File: src/common/rcgu_defines.vh
// Constants of the reset and clock gating unit
`ifndef RCGU_DEFINES_VH
`define RCGU_DEFINES_VH

// Register addresses (7-bit register index)
`define RCGU_ADDR_GENCONF 7'h00
`define RCGU_ADDR_EVENT_FLAG_REGISTER 7'h0e
`define RCGU_ADDR_GATE_DELAY 7'h14
`define RCGU_ADDR_GATE_CTRL 7'h4f
`define RCGU_ADDR_STATUS 7'h4e

// Field positions
`define RCGU_GENCONF_GATE_EN_BIT 17
`define RCGU_EVENT_FLAG_REGISTER_RESET_BIT 31
`define RCGU_TRIG_MSB 2
`define RCGU_TRIG_LSB 0
`define RCGU_KEY_MSB 31
`define RCGU_KEY_LSB 8

// Key and trigger values
`define RCGU_SOFT_RESET_KEY 24'h525354
`define RCGU_TRIGGER_ARM 3'h7

// Reset values
`define RCGU_GENCONF_RESET 32'h00006020
`define RCGU_GATE_DELAY_RESET 32'h00000000
`define RCGU_TRIGGER_RESET 3'h0
`define RCGU_EVENT_FLAG_REGISTER_RESET 32'h80000000

// Synchroniser depth for pin inputs
`define RCGU_SYNC_STAGES 2

`endif

File: src/design/rcgu_sync.v
// Two-flop synchroniser for asynchronous pin inputs
`timescale 1ns/1ps
`include "rcgu_defines.vh"

module rcgu_sync
#(
   parameter WIDTH = 1
)
(
   // Clock and reset
   input wire clk_sys,
   input wire reset_n,
   // Asynchronous inputs and synchronised outputs
   input wire [WIDTH-1:0] async_in,
   output wire [WIDTH-1:0] sync_out
);

   genvar i;

   // One two-stage chain per bit; first stage feeds only the second
   generate
      for (i = 0; i < WIDTH; i = i + 1)
      begin : g_bit
         reg meta_r;
         reg stable_r;
         always @(posedge clk_sys or negedge reset_n)
         begin
            if (!reset_n)
            begin
               meta_r <= 1'b0;
               stable_r <= 1'b0;
            end
            else
            begin
               meta_r <= async_in[i];
               stable_r <= meta_r;
            end
         end
         assign sync_out[i] = stable_r;
      end
   endgenerate

endmodule // rcgu_sync

File: src/design/rcgu_top.v
// Reset combination, software reset and clock gating control
//
// Summary of operation
// - Hardware reset pin low returns every register to its default.
// - Power-on reset input resets all registers without host action.
// - Key 0x525354 written to bits 31:8 of 0x4F resets all registers.
// - Software reset ignored while freeze_condition is high.
// - Any reset source sets the reset-occurred flag, event register bit 31.
// - Gating trigger acts only when gating enable bit 17 of 0x00 is set.
// - Writing 0x7 to trigger field bits 2:0 of 0x4F arms gating.
// - Trigger loads delay register into counter; gate when it reaches zero.
// - Zero delay gates the clock right after the trigger write.
// - Wake pin high ends gating and restores the internal clock.
// - Operating clock is the external clock pin; gating acts on its copy.
`timescale 1ns/1ps
`include "rcgu_defines.vh"

module rcgu_top
(
   // External clock pin and hardware reset pin
   input wire clk_sys,
   input wire reset_n,
   // Power-on reset from the supply monitor
   input wire power_on_reset_n,
   // Wake-up pin, active high, asynchronous
   input wire wake_input_pin,
   // Freeze condition from safety logic, same clock
   input wire freeze_condition,
   // Register port
   input wire [6:0] reg_addr,
   input wire [31:0] reg_wdata,
   input wire reg_wr,
   input wire reg_rd,
   output reg [31:0] reg_rdata,
   output reg reg_rvalid,
   // Clock gating and reset outputs
   output reg core_clock_enable,
   output reg soft_reset_pulse,
   output reg gating_enable,
   output wire [31:0] general_configuration
);

   // Gating states
   localparam ST_RUN = 2'b00;
   localparam ST_DELAY = 2'b01;
   localparam ST_GATED = 2'b10;

   reg [31:0] genconf_r;
   reg [31:0] genconf_nxt;
   reg [31:0] gate_delay_r;
   reg [31:0] gate_delay_nxt;
   reg [2:0] trigger_r;
   reg [2:0] trigger_nxt;
   reg reset_flag_r;
   reg reset_flag_nxt;
   reg [31:0] count_r;
   reg [31:0] count_nxt;
   reg [1:0] state_r;
   reg [1:0] state_nxt;
   wire rst_any_n;
   wire wake_sync;
   wire wr_genconf;
   wire wr_delay;
   wire wr_ctrl;
   wire wr_event_flag_register;
   wire key_hit;
   wire soft_reset;
   wire trigger_hit;
   wire gate_en_bit;
   wire [2:0] trig_field;
   wire [23:0] key_field;
   wire delay_zero;
   wire count_last;
   wire wake_req;
   wire [31:0] ctrl_word;
   wire [31:0] event_word;
   wire [31:0] status_word;
   reg [31:0] rdata_nxt;

   // Hardware pin and power-on reset combined into one async reset
   assign rst_any_n = reset_n & power_on_reset_n;

   // Wake pin is synchronised before any logic looks at it
   rcgu_sync #(.WIDTH(1)) u_wake_sync
   (
      .clk_sys(clk_sys),
      .reset_n(rst_any_n),
      .async_in(wake_input_pin),
      .sync_out(wake_sync)
   );

   // Write decode; register port stays live while the core clock is gated
   assign wr_genconf = reg_wr & (reg_addr == `RCGU_ADDR_GENCONF);
   assign wr_delay = reg_wr & (reg_addr == `RCGU_ADDR_GATE_DELAY);
   assign wr_ctrl = reg_wr & (reg_addr == `RCGU_ADDR_GATE_CTRL);
   assign wr_event_flag_register = reg_wr & (reg_addr == `RCGU_ADDR_EVENT_FLAG_REGISTER);

   // Fields of the shared control word and the gating enable bit
   assign trig_field = reg_wdata[`RCGU_TRIG_MSB:`RCGU_TRIG_LSB];
   assign key_field = reg_wdata[`RCGU_KEY_MSB:`RCGU_KEY_LSB];
   assign gate_en_bit = genconf_r[`RCGU_GENCONF_GATE_EN_BIT];

   // Software reset key, refused while freeze_condition
   assign key_hit = (key_field == `RCGU_SOFT_RESET_KEY);
   assign soft_reset = wr_ctrl & key_hit & ~freeze_condition;

   // Arming write, only honoured with gating enabled
   assign trigger_hit = wr_ctrl
      & (trig_field == `RCGU_TRIGGER_ARM)
      & gate_en_bit;

   // Delay counter end points
   assign delay_zero = (gate_delay_r == 32'h00000000);
   assign count_last = (count_r == 32'h00000001);

   // Wake request from the pin or from clearing the enable bit
   assign wake_req = wake_sync | ~gate_en_bit;

   // Register next values
   always @*
   begin
      genconf_nxt = genconf_r;
      gate_delay_nxt = gate_delay_r;
      trigger_nxt = trigger_r;
      if (wr_genconf)
         genconf_nxt = reg_wdata;
      if (wr_delay)
         gate_delay_nxt = reg_wdata;
      if (wr_ctrl)
         trigger_nxt = trig_field;
      if (soft_reset)
      begin
         genconf_nxt = `RCGU_GENCONF_RESET;
         gate_delay_nxt = `RCGU_GATE_DELAY_RESET;
         trigger_nxt = `RCGU_TRIGGER_RESET;
      end
   end

   // Reset flag is write-one-to-clear; a soft reset in the same cycle wins
   always @*
   begin
      reset_flag_nxt = reset_flag_r;
      if (wr_event_flag_register && reg_wdata[`RCGU_EVENT_FLAG_REGISTER_RESET_BIT])
         reset_flag_nxt = 1'b0;
      if (soft_reset)
         reset_flag_nxt = 1'b1;
   end

   // Gating state machine and delay counter
   always @*
   begin
      state_nxt = state_r;
      count_nxt = count_r;
      case (state_r)
         ST_RUN:
         begin
            if (trigger_hit)
            begin
               count_nxt = gate_delay_r;
               if (delay_zero)
                  state_nxt = ST_GATED;
               else
                  state_nxt = ST_DELAY;
            end
         end
         ST_DELAY:
         begin
            if (trigger_hit)
            begin
               // Re-arm reloads the counter; a zero delay gates at once
               count_nxt = gate_delay_r;
               if (delay_zero)
                  state_nxt = ST_GATED;
            end
            else
            begin
               count_nxt = count_r - 32'h00000001;
               if (count_last)
                  state_nxt = ST_GATED;
            end
            if (wake_req)
               state_nxt = ST_RUN;
         end
         ST_GATED:
         begin
            // Host wake path: re-arm with a long delay, then disable
            if (trigger_hit && !delay_zero)
            begin
               count_nxt = gate_delay_r;
               state_nxt = ST_DELAY;
            end
            if (wake_req)
               state_nxt = ST_RUN;
         end
         default:
         begin
            state_nxt = ST_RUN;
            count_nxt = 32'h00000000;
         end
      endcase
      if (soft_reset)
      begin
         state_nxt = ST_RUN;
         count_nxt = 32'h00000000;
      end
   end

   // Configuration registers; async reset from pin or power-on
   always @(posedge clk_sys or negedge rst_any_n)
   begin
      if (!rst_any_n)
      begin
         genconf_r <= `RCGU_GENCONF_RESET;
         gate_delay_r <= `RCGU_GATE_DELAY_RESET;
         trigger_r <= `RCGU_TRIGGER_RESET;
      end
      else
      begin
         genconf_r <= genconf_nxt;
         gate_delay_r <= gate_delay_nxt;
         trigger_r <= trigger_nxt;
      end
   end

   // Reset-occurred flag; every reset source sets it
   always @(posedge clk_sys or negedge rst_any_n)
   begin
      if (!rst_any_n)
         reset_flag_r <= 1'b1;
      else
         reset_flag_r <= reset_flag_nxt;
   end

   // Gating state and delay counter
   always @(posedge clk_sys or negedge rst_any_n)
   begin
      if (!rst_any_n)
      begin
         count_r <= 32'h00000000;
         state_r <= ST_RUN;
      end
      else
      begin
         count_r <= count_nxt;
         state_r <= state_nxt;
      end
   end

   // Registered control outputs
   always @(posedge clk_sys or negedge rst_any_n)
   begin
      if (!rst_any_n)
      begin
         soft_reset_pulse <= 1'b0;
         core_clock_enable <= 1'b1;
         gating_enable <= 1'b0;
      end
      else
      begin
         soft_reset_pulse <= soft_reset;
         // Enable for the gate on the distributed copy of clk_sys
         core_clock_enable <= (state_nxt != ST_GATED);
         gating_enable <= genconf_nxt[`RCGU_GENCONF_GATE_EN_BIT];
      end
   end

   assign general_configuration = genconf_r;

   // Read-back words; key field and unused bits read zero
   assign ctrl_word = {29'h00000000, trigger_r};
   assign event_word = {reset_flag_r, 31'h00000000};
   assign status_word = {30'h00000000, state_r};

   // Read multiplexer; unmapped addresses read zero
   always @*
   begin
      rdata_nxt = 32'h00000000;
      case (reg_addr)
         `RCGU_ADDR_GENCONF: rdata_nxt = genconf_r;
         `RCGU_ADDR_GATE_DELAY: rdata_nxt = gate_delay_r;
         `RCGU_ADDR_GATE_CTRL: rdata_nxt = ctrl_word;
         `RCGU_ADDR_EVENT_FLAG_REGISTER: rdata_nxt = event_word;
         `RCGU_ADDR_STATUS: rdata_nxt = status_word;
         default: rdata_nxt = 32'h00000000;
      endcase
   end

   // Read port, answer one cycle after the strobe; stays live while gated
   always @(posedge clk_sys or negedge rst_any_n)
   begin
      if (!rst_any_n)
      begin
         reg_rdata <= 32'h00000000;
         reg_rvalid <= 1'b0;
      end
      else
      begin
         reg_rvalid <= reg_rd;
         if (reg_rd)
            reg_rdata <= rdata_nxt;
      end
   end

endmodule // rcgu_top

File: config.mk
export PLATFORM = sky130hd
export DESIGN_NAME = rcgu_top
export DESIGN_NICKNAME = d
export VERILOG_FILES = /design/src/design/rcgu_sync.v /design/src/design/rcgu_top.v
export VERILOG_INCLUDE_DIRS = /design/src /design/src/common
export SDC_FILE = /design/constraint.sdc
export NUM_CORES = 1
export LEC_CHECK = 0
export BUFFER_PORTS_ARGS = -buffer_cell sky130_fd_sc_hd__buf_4
export CORE_MARGIN = 1
export CORE_UTILIZATION = 45
export CTS_BUF_LIST = sky130_fd_sc_hd__clkbuf_4
export CTS_CLUSTER_DIAMETER = 40
export CTS_CLUSTER_SIZE = 20
export DETAILED_ROUTE_END_ITERATION = 7
export PLACE_DENSITY = 0.77
export SYNTH_ARGS = -nofsm -noshare
export SYNTH_HDL_FRONTEND = slang
export SYNTH_SLANG_ARGS = --single-unit
File: constraint.sdc
create_clock -name clk_sys -period 15.9 [get_ports clk_sys]
set_clock_uncertainty 0.2 [all_clocks]
set_input_delay 1.59 -clock clk_sys [delete_from_list [all_inputs] [get_ports clk_sys]]
set_output_delay 1.59 -clock clk_sys [all_outputs]
set_load 0.05 [all_outputs]
After elaboration in Yosys (flattened, before gate mapping)
Index checks and enable logic that the tools add are counted.
Word-level totals
  register bits: 139
  input port bits: 46
  output and inout bits: 68
  word-level logic and storage cells: 73
Operators by class
  $add $sub $neg: 1
  equal/unequal tests: 12
  mux-type cells: 24
  bitwise gates (word level): 12
  reductions and logical operators: 11
Operator list (number)
  two-way mux 32 bit: 8
  case mux 32 bit (5 select lines): 1
  case mux 32 bit (3 select lines): 1
  equality test 32 x 1 -> 1 bit, second input constant: 1
  zero test 32 bit: 1
  subtractor 32 x 1 -> 32 bit, second input constant: 1
  equality test 24 x 23 -> 1 bit, second input constant: 1
  two-way mux 2 bit: 9
  equality test 7 bit, second input constant: 2
  AND 1 bit: 9
  nonzero test 2 bit: 4
  equality test 7 x 4 -> 1 bit, second input constant: 1
  equality test 7 x 5 -> 1 bit, second input constant: 1
  zero test 7 bit: 1
  two-way mux 3 bit: 2
  != test 3 bit, second input constant: 2
  case mux 2 bit (3 select lines): 1
  equality test 3 bit, second input constant: 1
  equality test 2 x 1 -> 1 bit, second input constant: 1
  equality test 2 bit, second input constant: 1
  logical AND 1 bit: 2
  zero test 2 bit: 1
  two-way mux 1 bit: 2
  != test 2 bit, second input constant: 1
  4 further kinds: 5

Logic depth before layout (Yosys ltp)
Gate-level depths: netlist (run 1).
  depth after elaboration: 10
  gate-level depth with buffers: 9
  mapped depth without buffers: 8

Hierarchy
From an unflattened synthesis (run 1), not the netlist that was laid out.
Second synthesis, totals
  cell total of the unflattened synthesis: 786
  area, all modules: 6931.6 µm²
Modules (own cells, without submodules)
  rcgu_top: times used 1, cells an instance 784, area an instance 6881.6 µm², seq. area each 3434.5 µm²
  rcgu_sync: times used 1, cells an instance 2, area an instance 50.0 µm², seq. area each 50.0 µm²

Least setup slack after synthesis (run 1)
OpenSTA, ideal clock, no wires.
  kind: input to register
  from: input reg_wdata[11]
  to: register count_r[21]
  library setup time: 0.126 ns
  data arrival time: 3.237 ns
  required time: 15.574 ns
  path slack: 12.337 ns
  stages: 7
  buffers on the path: 0
  cell sequence: or4b_1 > nor4_2 > nand3_2 > inv_2 > nor2_1 > and2_0 > a221o_1
Between the ends
  cells in the longest elaborated chain, start to end: 5
  elaborated cells on any way between the ends: 7
  classes of those cells: eq/ne: 3; mux: 1; bitwise: 2; reduce/logical: 1
Ends and longest elaborated chain
  from (decl): line rcgu_top.v:31  | input wire [31:0] reg_wdata,
  equality test 24 x 23 -> 1 bit (no line) *
  AND 1 bit * (2 in a row): line rcgu_top.v:105  | assign soft_reset = wr_ctrl & key_hit & ~freeze_condition;
  != test 3 bit (no line)
  AND reduction 2 bit (no line)
  to (signal assigned): line rcgu_top.v:244  | count_r <= count_nxt;
  to (decl): line rcgu_top.v:56  | reg [31:0] count_r;
Mark *: on every way between the ends. The rest lies on a longest branch, timed or not.
A chain may end at the register's enable or synchronous reset.

Final worst setup path (run 1)
  from: input reg_wdata[11]
  to: register count_r[5]
The elaborated chain is that of the path after synthesis.

==> run_results.csv, run 1 <==
group,metric,value,unit
layout,utilization,55.2,%
logic_synthesis,async_flop_share,100,%
layout,area_delta_synth_final,17.5,%
worst_hold_path,min_path_type,"flip-flop to flip-flop",
setup_path,crit_chain,"buf_4 -> or4b_1 -> nor4_2 -> nand3_2 -> inv_2 -> or2_1 -> o22ai_1",
layout,ff_latch_area,3480,um2
routing,vias,6579,
routing,ant_nets,0,
layout,diodes,0,
cts,cts.clk_slew.worst_paths,100,ps
die,initial_core_util,47.0,%
die,coreArea,14800,um2
cts,htree_levels,4,
run,drv_cap,0,
logic_synthesis,ys_types,65,
die,die-height,126,um
setup_path,worst-path-buf-inv,2,
logic_synthesis,postSynthCellCount,786,
cts,cts_resized,0,
setup_path,crit_fanout,45,
logic_synthesis,synthFlopType,"dfrtp_1",
routing,drt-initial-drc-count,843,
setup_path,cp-end-kind,"flip-flop",
setup_path,cp_data_arrival_time,4110,ps
status,status,"completed",
setup_path,critPathLaunchType,"input port",
cts,cts_tree,"done",
logic_synthesis,synth_top_area_share,48.4,%
power_and_ir_drop,p_leak,3.66,nW
logic_synthesis,ys.warnings.count,0,
logic_synthesis,synth_top_cell_by_area,"dfrtp_1",
cts,ctsHoldBuffers,0,
die,die-area,15900,um2
cts,root_buffer,"clkbuf_4",
layout,drive_above_1_share,19.7,%
setup_path,slowest_stage,"inv_2",
layout,nNetsFinal,926,
logic_synthesis,synth_edf_count,0,
logic_synthesis,synth_seq_cells,139,
sta,fmax,257,MHz
die,fp.dieW,126,um
global_route,antenna_found_initial,0,
setup_path,slowest_delay,630,ps
layout,n_fill_cell,1354,
cts,clk_latency,550,ps
global_route,grt_first_pass_wirelength,33600,um
placement,routabilityCongestion,0.915,
logic_synthesis,yosysSeqAreaShare,50.3,%
placement,port_buffers,113,
routing,wl_per_cell,19.4,um
sta,fin_crit_sh,24.5,%
sta,hold_viol,0,
logic_synthesis,syn_nets,834,
sta,final.setup.tns,0,ps
setup_path,cp.required,16110,ps
sta,drv_slew,0,
placement,dp_hpwl,14200,um
power_and_ir_drop,ir_worst_vdd,0.0000477,V
setup_path,cp_top_family,"simple AND/OR/NAND/NOR gates",
layout,final_cells,1072,
setup_path,worstSetupPathType,"input port to flip-flop",
cts,post_cts_buffers,0,
layout,multi_input_area,3180,um2
sta,setup_viol,0,
routing,vias_per_cell,6.14,
logic_synthesis,avgSynthCellArea,8.82,um2
placement,dp.cells,1043,
cts,cts_buffers,17,
sta,rsz0062_at_grt,"no",
sta,max_slew_margin,36.6,%
routing,drtPass1Iterations,6,
power_and_ir_drop,power_density,89.8,nW/um2
logic_synthesis,syn_area,6930,um2
global_route,grt_max_degree,75,
routing,drc,0,
global_route,grt_use_total,27.2,%
die,rows,44,
die,ioPinCount,114,
sta,min_period,3900,ps
global_route,grt_pass1_vias,6228,
global_route,grt.overflow.total,0,
logic_synthesis,synth_area_leaders,"dfrtp_1, nand2_1, a21oi_1",
sta,worst_slew_pin_slew,951,ps
routing,wirelength,20800,um
cts,cts.sinks,139,
cts,clockBufferDepth,2,
-- state kept, by name (all words and copies together) (netlist names) --
signal / count
count_r: 32
gate_delay_r: 32
general_configuration: 32
reg_rdata: 32
trigger_r: 3
state_r: 2
core_clock_enable: 1
reg_rvalid: 1
reset_flag_r: 1
soft_reset_pulse: 1
u_wake_sync.g_bit.meta_r: 1
u_wake_sync.sync_out: 1
-- path summary, 6_finish.rpt --
| kind | cells past startpoint | slack, ps | end | start |
|---|---|---|---|---|
| max in group asynchronous | 3 | 12970 | general_configuration[20]$_DFFE_PN0P_ | reset_n |
| min reg2reg | 0 | 160 | u_wake_sync.sync_out$_DFF_PN0_ | u_wake_sync.g_bit[0].meta_r$_DFF_PN0_ |
| max reg2reg | 5 | 12720 | count_r[21]$_DFFE_PN0P_ | general_configuration[17]$_DFFE_PN0P_ |
| min in group asynchronous | 2 | 1070 | trigger_r[2]$_DFFE_PN0P_ | power_on_reset_n |
| max | 7 | 12000 | count_r[5]$_DFFE_PN0P_ | reg_wdata[11] |
| min | 0 | 160 | u_wake_sync.sync_out$_DFF_PN0_ | u_wake_sync.g_bit[0].meta_r$_DFF_PN0_ |
-- synth_stat cells (3+ instances only) --
library cell    n
nand2_1       154
dfrtp_1       134
a21oi_1        81
nor2_1         56
nand3_1        41
a22oi_1        38
clkbuf_1       36
o21ai_0        20
inv_1          18
nor3_1         17
nor4_1         16
o21ai_1        16
o22ai_1        13
a22o_1         10
nand4_1         8
or3_1           8
nand2b_1        7
o2bb2ai_1       7
and2_1          6
buf_2           6
or4_1           6
buf_4           5
dfstp_2         5
xnor2_1         5
a222oi_1        4
o31ai_1         4
xor2_1          4
a21o_1          3
a31oi_1         3
and3_1          3
buf_1           3
nor2b_1         3
o41ai_1         3
or2_2           3
or4b_1          3
-- placed cells by master, fill, tap and decap left out, types with 4 or more instances in the layout --
master,instances
a22o_1,10
clkbuf_4,20
o22ai_1,13
o31ai_1,4
o2bb2ai_1,7
nor4_1,15
nor2_1,55
nand2_1,154
a222oi_1,4
o21ai_0,20
or4_1,6
dfstp_2,5
a21oi_1,81
nand2b_1,7
buf_4,123
inv_1,18
o21ai_1,16
or3_1,8
and2_1,5
xnor2_1,5
a22oi_1,38
nand4_1,8
dfrtp_1,134
xor2_1,4
nand3_1,41
nor3_1,15
-- stage by stage --
stage / worst slack [ps] / cell area (um2) / hold slack [ps] / power [mW]
2_1_floorplan: 9690 / 6930 / 131 / 0.471
3_3_place_gp: 11500 / 7890 / 140 / 0.519
3_5_place_dp: 11480 / 7890 / 146 / 0.521
4_1_cts: 12070 / 8140 / 154 / 0.737
5_1_grt: 11890 / 8140 / 172 / 0.763
6_report: 12000 / 8140 / 156 / 0.731
-- power by group --
group          total (mW)  switching, mW  leakage [nW]  internal [mW]
clock network       0.217          0.122         0.134         0.0945
registers           0.397         0.0235          1.84          0.373
logic               0.118         0.0792          1.69         0.0385
total               0.731          0.225          3.66          0.506
-- routing by layer --
layer / wire length (um) / GRT usage (%) / share of wire, %
met4: 457 / 10.8 / 2.2
met5: 0 / 0 / 0
met1: 8910 / 37.9 / 43
met2: 9610 / 41.2 / 46
met3: 1830 / 6.20 / 8.8
-- cells by family after synthesis --
family | after synthesis | share of synthesized area, %
mux | 2 | 0.289
xor+xnor | 9 | 1.14
flops | 139 | 50.3
fa+ha+maj | 2 | 0.361
buf+inv | 69 | 4.12
compound gates | 215 | 19.5
simple gates | 350 | 24.3
-- area by class of cell --
cell class                      instances  area share [%]
Clock buffer                           20            1.84
Multi-Input combinational cell        578            39.1
Inverter                               19           0.876
Sequential cell                       139            42.8
Timing Repair Buffer                  123            11.3
Clock inverter                          9            1.23
Tap cell                              184            2.83
No activity file was read; power rests on OpenSTA's default activity.
==> run 2, diff against run 1 <==
--- a/config.mk
+++ b/config.mk
@@ -13,7 +13,7 @@
 export CTS_CLUSTER_DIAMETER = 40
 export CTS_CLUSTER_SIZE = 20
 export DETAILED_ROUTE_END_ITERATION = 7
-export PLACE_DENSITY = 0.77
+export PLACE_DENSITY = 0.8
 export SYNTH_ARGS = -nofsm -noshare
 export SYNTH_HDL_FRONTEND = slang
 export SYNTH_SLANG_ARGS = --single-unit
==> constraint.sdc (replaced) <==
create_clock -name clk_sys -period 3.4 [get_ports clk_sys]
set_clock_uncertainty 0.2 [all_clocks]
set_input_delay 0.34 -clock clk_sys [delete_from_list [all_inputs] [get_ports clk_sys]]
set_output_delay 0.34 -clock clk_sys [all_outputs]
set_load 0.05 [all_outputs]
==> run 2 against run 1 <==
  * First-iteration DRC count is 12% lower
  * Combinational power increased to 5.1 times the previous value
  * Core utilization grew 3.8 points
  * Register-to-register slack worse by 12000 ps
  * Largest power group unchanged
  * Sequential share of layout area decreased by 2.7 points
  * Die area stayed put
  * Clock power increased to 5.0 times the previous value
  * Final cell count up 5.0%
  * Total power grew to 4.9 times the previous value
  * Via count up 4.8%
  * Count of clock-buffer cells in the layout down 2
  * Sequential power grew to 4.7 times the previous value
==> run_results.csv, run 2 (same netlist as run 1, synthesis figures left out) <==
group,metric,value,unit
sta,fin_crit_sh,87.7,%
layout,ff_latch_area,3480,um2
layout,final_cells,1126,
global_route,grt_first_pass_wirelength,34800,um
sta,hold_viol,0,
routing,drc,0,
placement,dp.cells,1054,
die,coreArea,14800,um2
setup_path,cp.required,3640,ps
die,die-height,126,um
routing,drtPass1Iterations,6,
setup_path,r2r_start,"count_r[0]$_DFFE_PN0P_",
setup_path,critPathLaunchType,"input port",
cts,root_buffer,"clkbuf_4",
die,initial_core_util,47.0,%
setup_path,cp_data_arrival_time,3220,ps
worst_hold_path,whs_path_depth,5,
die,fp.dieW,126,um
global_route,grt.overflow.total,0,
sta,rsz0062_at_grt,"no",
setup_path,reg2reg_slack,450,ps
worst_hold_path,min_path_type,"input port to flip-flop",
cts,cts_resized,0,
worst_hold_path,hold_start,"reg_addr[0]",
cts,cts.clk_slew.worst_paths,120,ps
routing,drt-initial-drc-count,741,
layout,multi_input_area,3180,um2
setup_path,cp-end-kind,"flip-flop",
run,drv_cap,0,
sta,setup_viol,0,
layout,utilization,59.0,%
setup_path,crit_fanout,14,
global_route,grt_pass1_vias,6399,
layout,drive_above_1_share,20.3,%
layout,n_fill_cell,1223,
placement,port_buffers,113,
sta,holdWs,49.5,ps
sta,min_period,2980,ps
die,rows,44,
sta,drv_slew,0,
routing,wl_per_cell,19.4,um
power_and_ir_drop,ir_worst_vdd,0.000258,V
sta,final.setup.tns,0,ps
setup_path,reg2reg_to,"count_r[28]$_DFFE_PN0P_",
die,ioPinCount,114,
placement,routabilityCongestion,0.963,
routing,vias_per_cell,6.13,
global_route,antenna_found_initial,1,
power_and_ir_drop,finalPower,3.55,mW
routing,wirelength,21800,um
sta,worst_slew_pin_slew,848,ps
worst_hold_path,holdPathEnd,"reg_rdata[1]$_DFFE_PN0P_",
layout,area_delta_synth_final,25.5,%
status,status,"completed",
layout,nNetsFinal,977,
global_route,grt_use_total,28.1,%
layout,layout_commonest_cell,"nand2_1",
cts,cts.sinks,139,
power_and_ir_drop,p_leak,3.92,nW
layout,layout_common_cells,"nand2_1, dfrtp_1, buf_4",
routing,vias,6898,
cts,cts_tree,"done",
setup_path,worstSetupPathType,"input port to flip-flop",
cts,htree_levels,4,
die,die-area,15900,um2
sta,fmax,335,MHz
global_route,grt_max_degree,63,
power_and_ir_drop,power_density,408,nW/um2
placement,dp_hpwl,14500,um
sta,max_slew_margin,42.8,%
cts,clk_latency,570,ps
cts,cts_buffers,17,
setup_path,r2r_cells,8,
routing,ant_nets,0,
cts,clockBufferDepth,2,
## run 2: cell types whose count changed in the layout (fill, tap and decap cells not counted)
cell and change:
clkinv_1 -2, buf_4 +9, inv_6 +2, diode_2 +1, clkinv_4 +4, dlygate4sd3_1 +39, clkinvlp_4 -1, clkinv_2 +1
buf_16 +1, buf_12 +2, clkbuf_4 -2
## run 2: worst max path at each step
stage / end / slack (ps) / depth (start not counted) / from
6_report: count_r[5]$_DFFE_PN0P_ / 420 / 8 / reg_wdata[11]
5_1_grt: count_r[5]$_DFFE_PN0P_ / 320 / 8 / reg_wdata[11]
4_1_cts: count_r[5]$_DFFE_PN0P_ / 470 / 8 / reg_wdata[11]
3_5_place_dp: count_r[5]$_DFFE_PN0P_ / 430 / 7 / reg_wdata[11]
3_3_place_gp: count_r[5]$_DFFE_PN0P_ / 480 / 7 / reg_wdata[11]
2_1_floorplan: count_r[0]$_DFFE_PN0P_ / 590 / 1 / reset_n
## run 2: per-stage QoR
step / area (um2) / worst slack [ps]
3_3_place_gp: 8000 / 477
3_5_place_dp: 8000 / 427
4_1_cts: 8700 / 470
6_report: 8700 / 418
2_1_floorplan: 6930 / 590
5_1_grt: 8700 / 316
## run 2: worst max-delay path, cell delays in order
cell           delay (ps)
dlygate4sd3_1         540
buf_4                 140
or4b_1                560
nor4_2                400
nand3_2               350
inv_2                 320
or2_1                 410
o22ai_1               150
## run 2: cell type report
cell class	instances	area share (%)
clock buffers	18	1.55
well taps	184	2.65
clock inverters	13	1.64
diodes	1	0.0288
multi-input cells	578	36.6
flip-flops and latches	139	40.1
inverters	19	0.820
repair buffers	174	16.7
## run 2: timing repair
| item | 4_1_cts | 5_1_grt |
|---|---|---|
| hold buffers | 40 | 0 |
| hold endpoints to repair | 120 | 0 |
| buffers inserted | 0 | 0 |
## run 2: per-layer routing
| layer | vias up | share of wire [%] | GRT usage, % |
|---|---|---|---|
| met5 | - | 0 | 0 |
| met4 | 0 | 3.7 | 12.5 |
| met3 | 63 | 9.0 | 6.07 |
| met2 | 459 | 46 | 42.5 |
| met1 | 3268 | 41 | 38.9 |
| li1 | 3108 | - | - |
## run 2: power by group
part | switching [mW] | total, mW | internal, mW
sequential | 0.107 | 1.85 | 1.75
clock | 0.647 | 1.09 | 0.445
combinational | 0.388 | 0.605 | 0.217
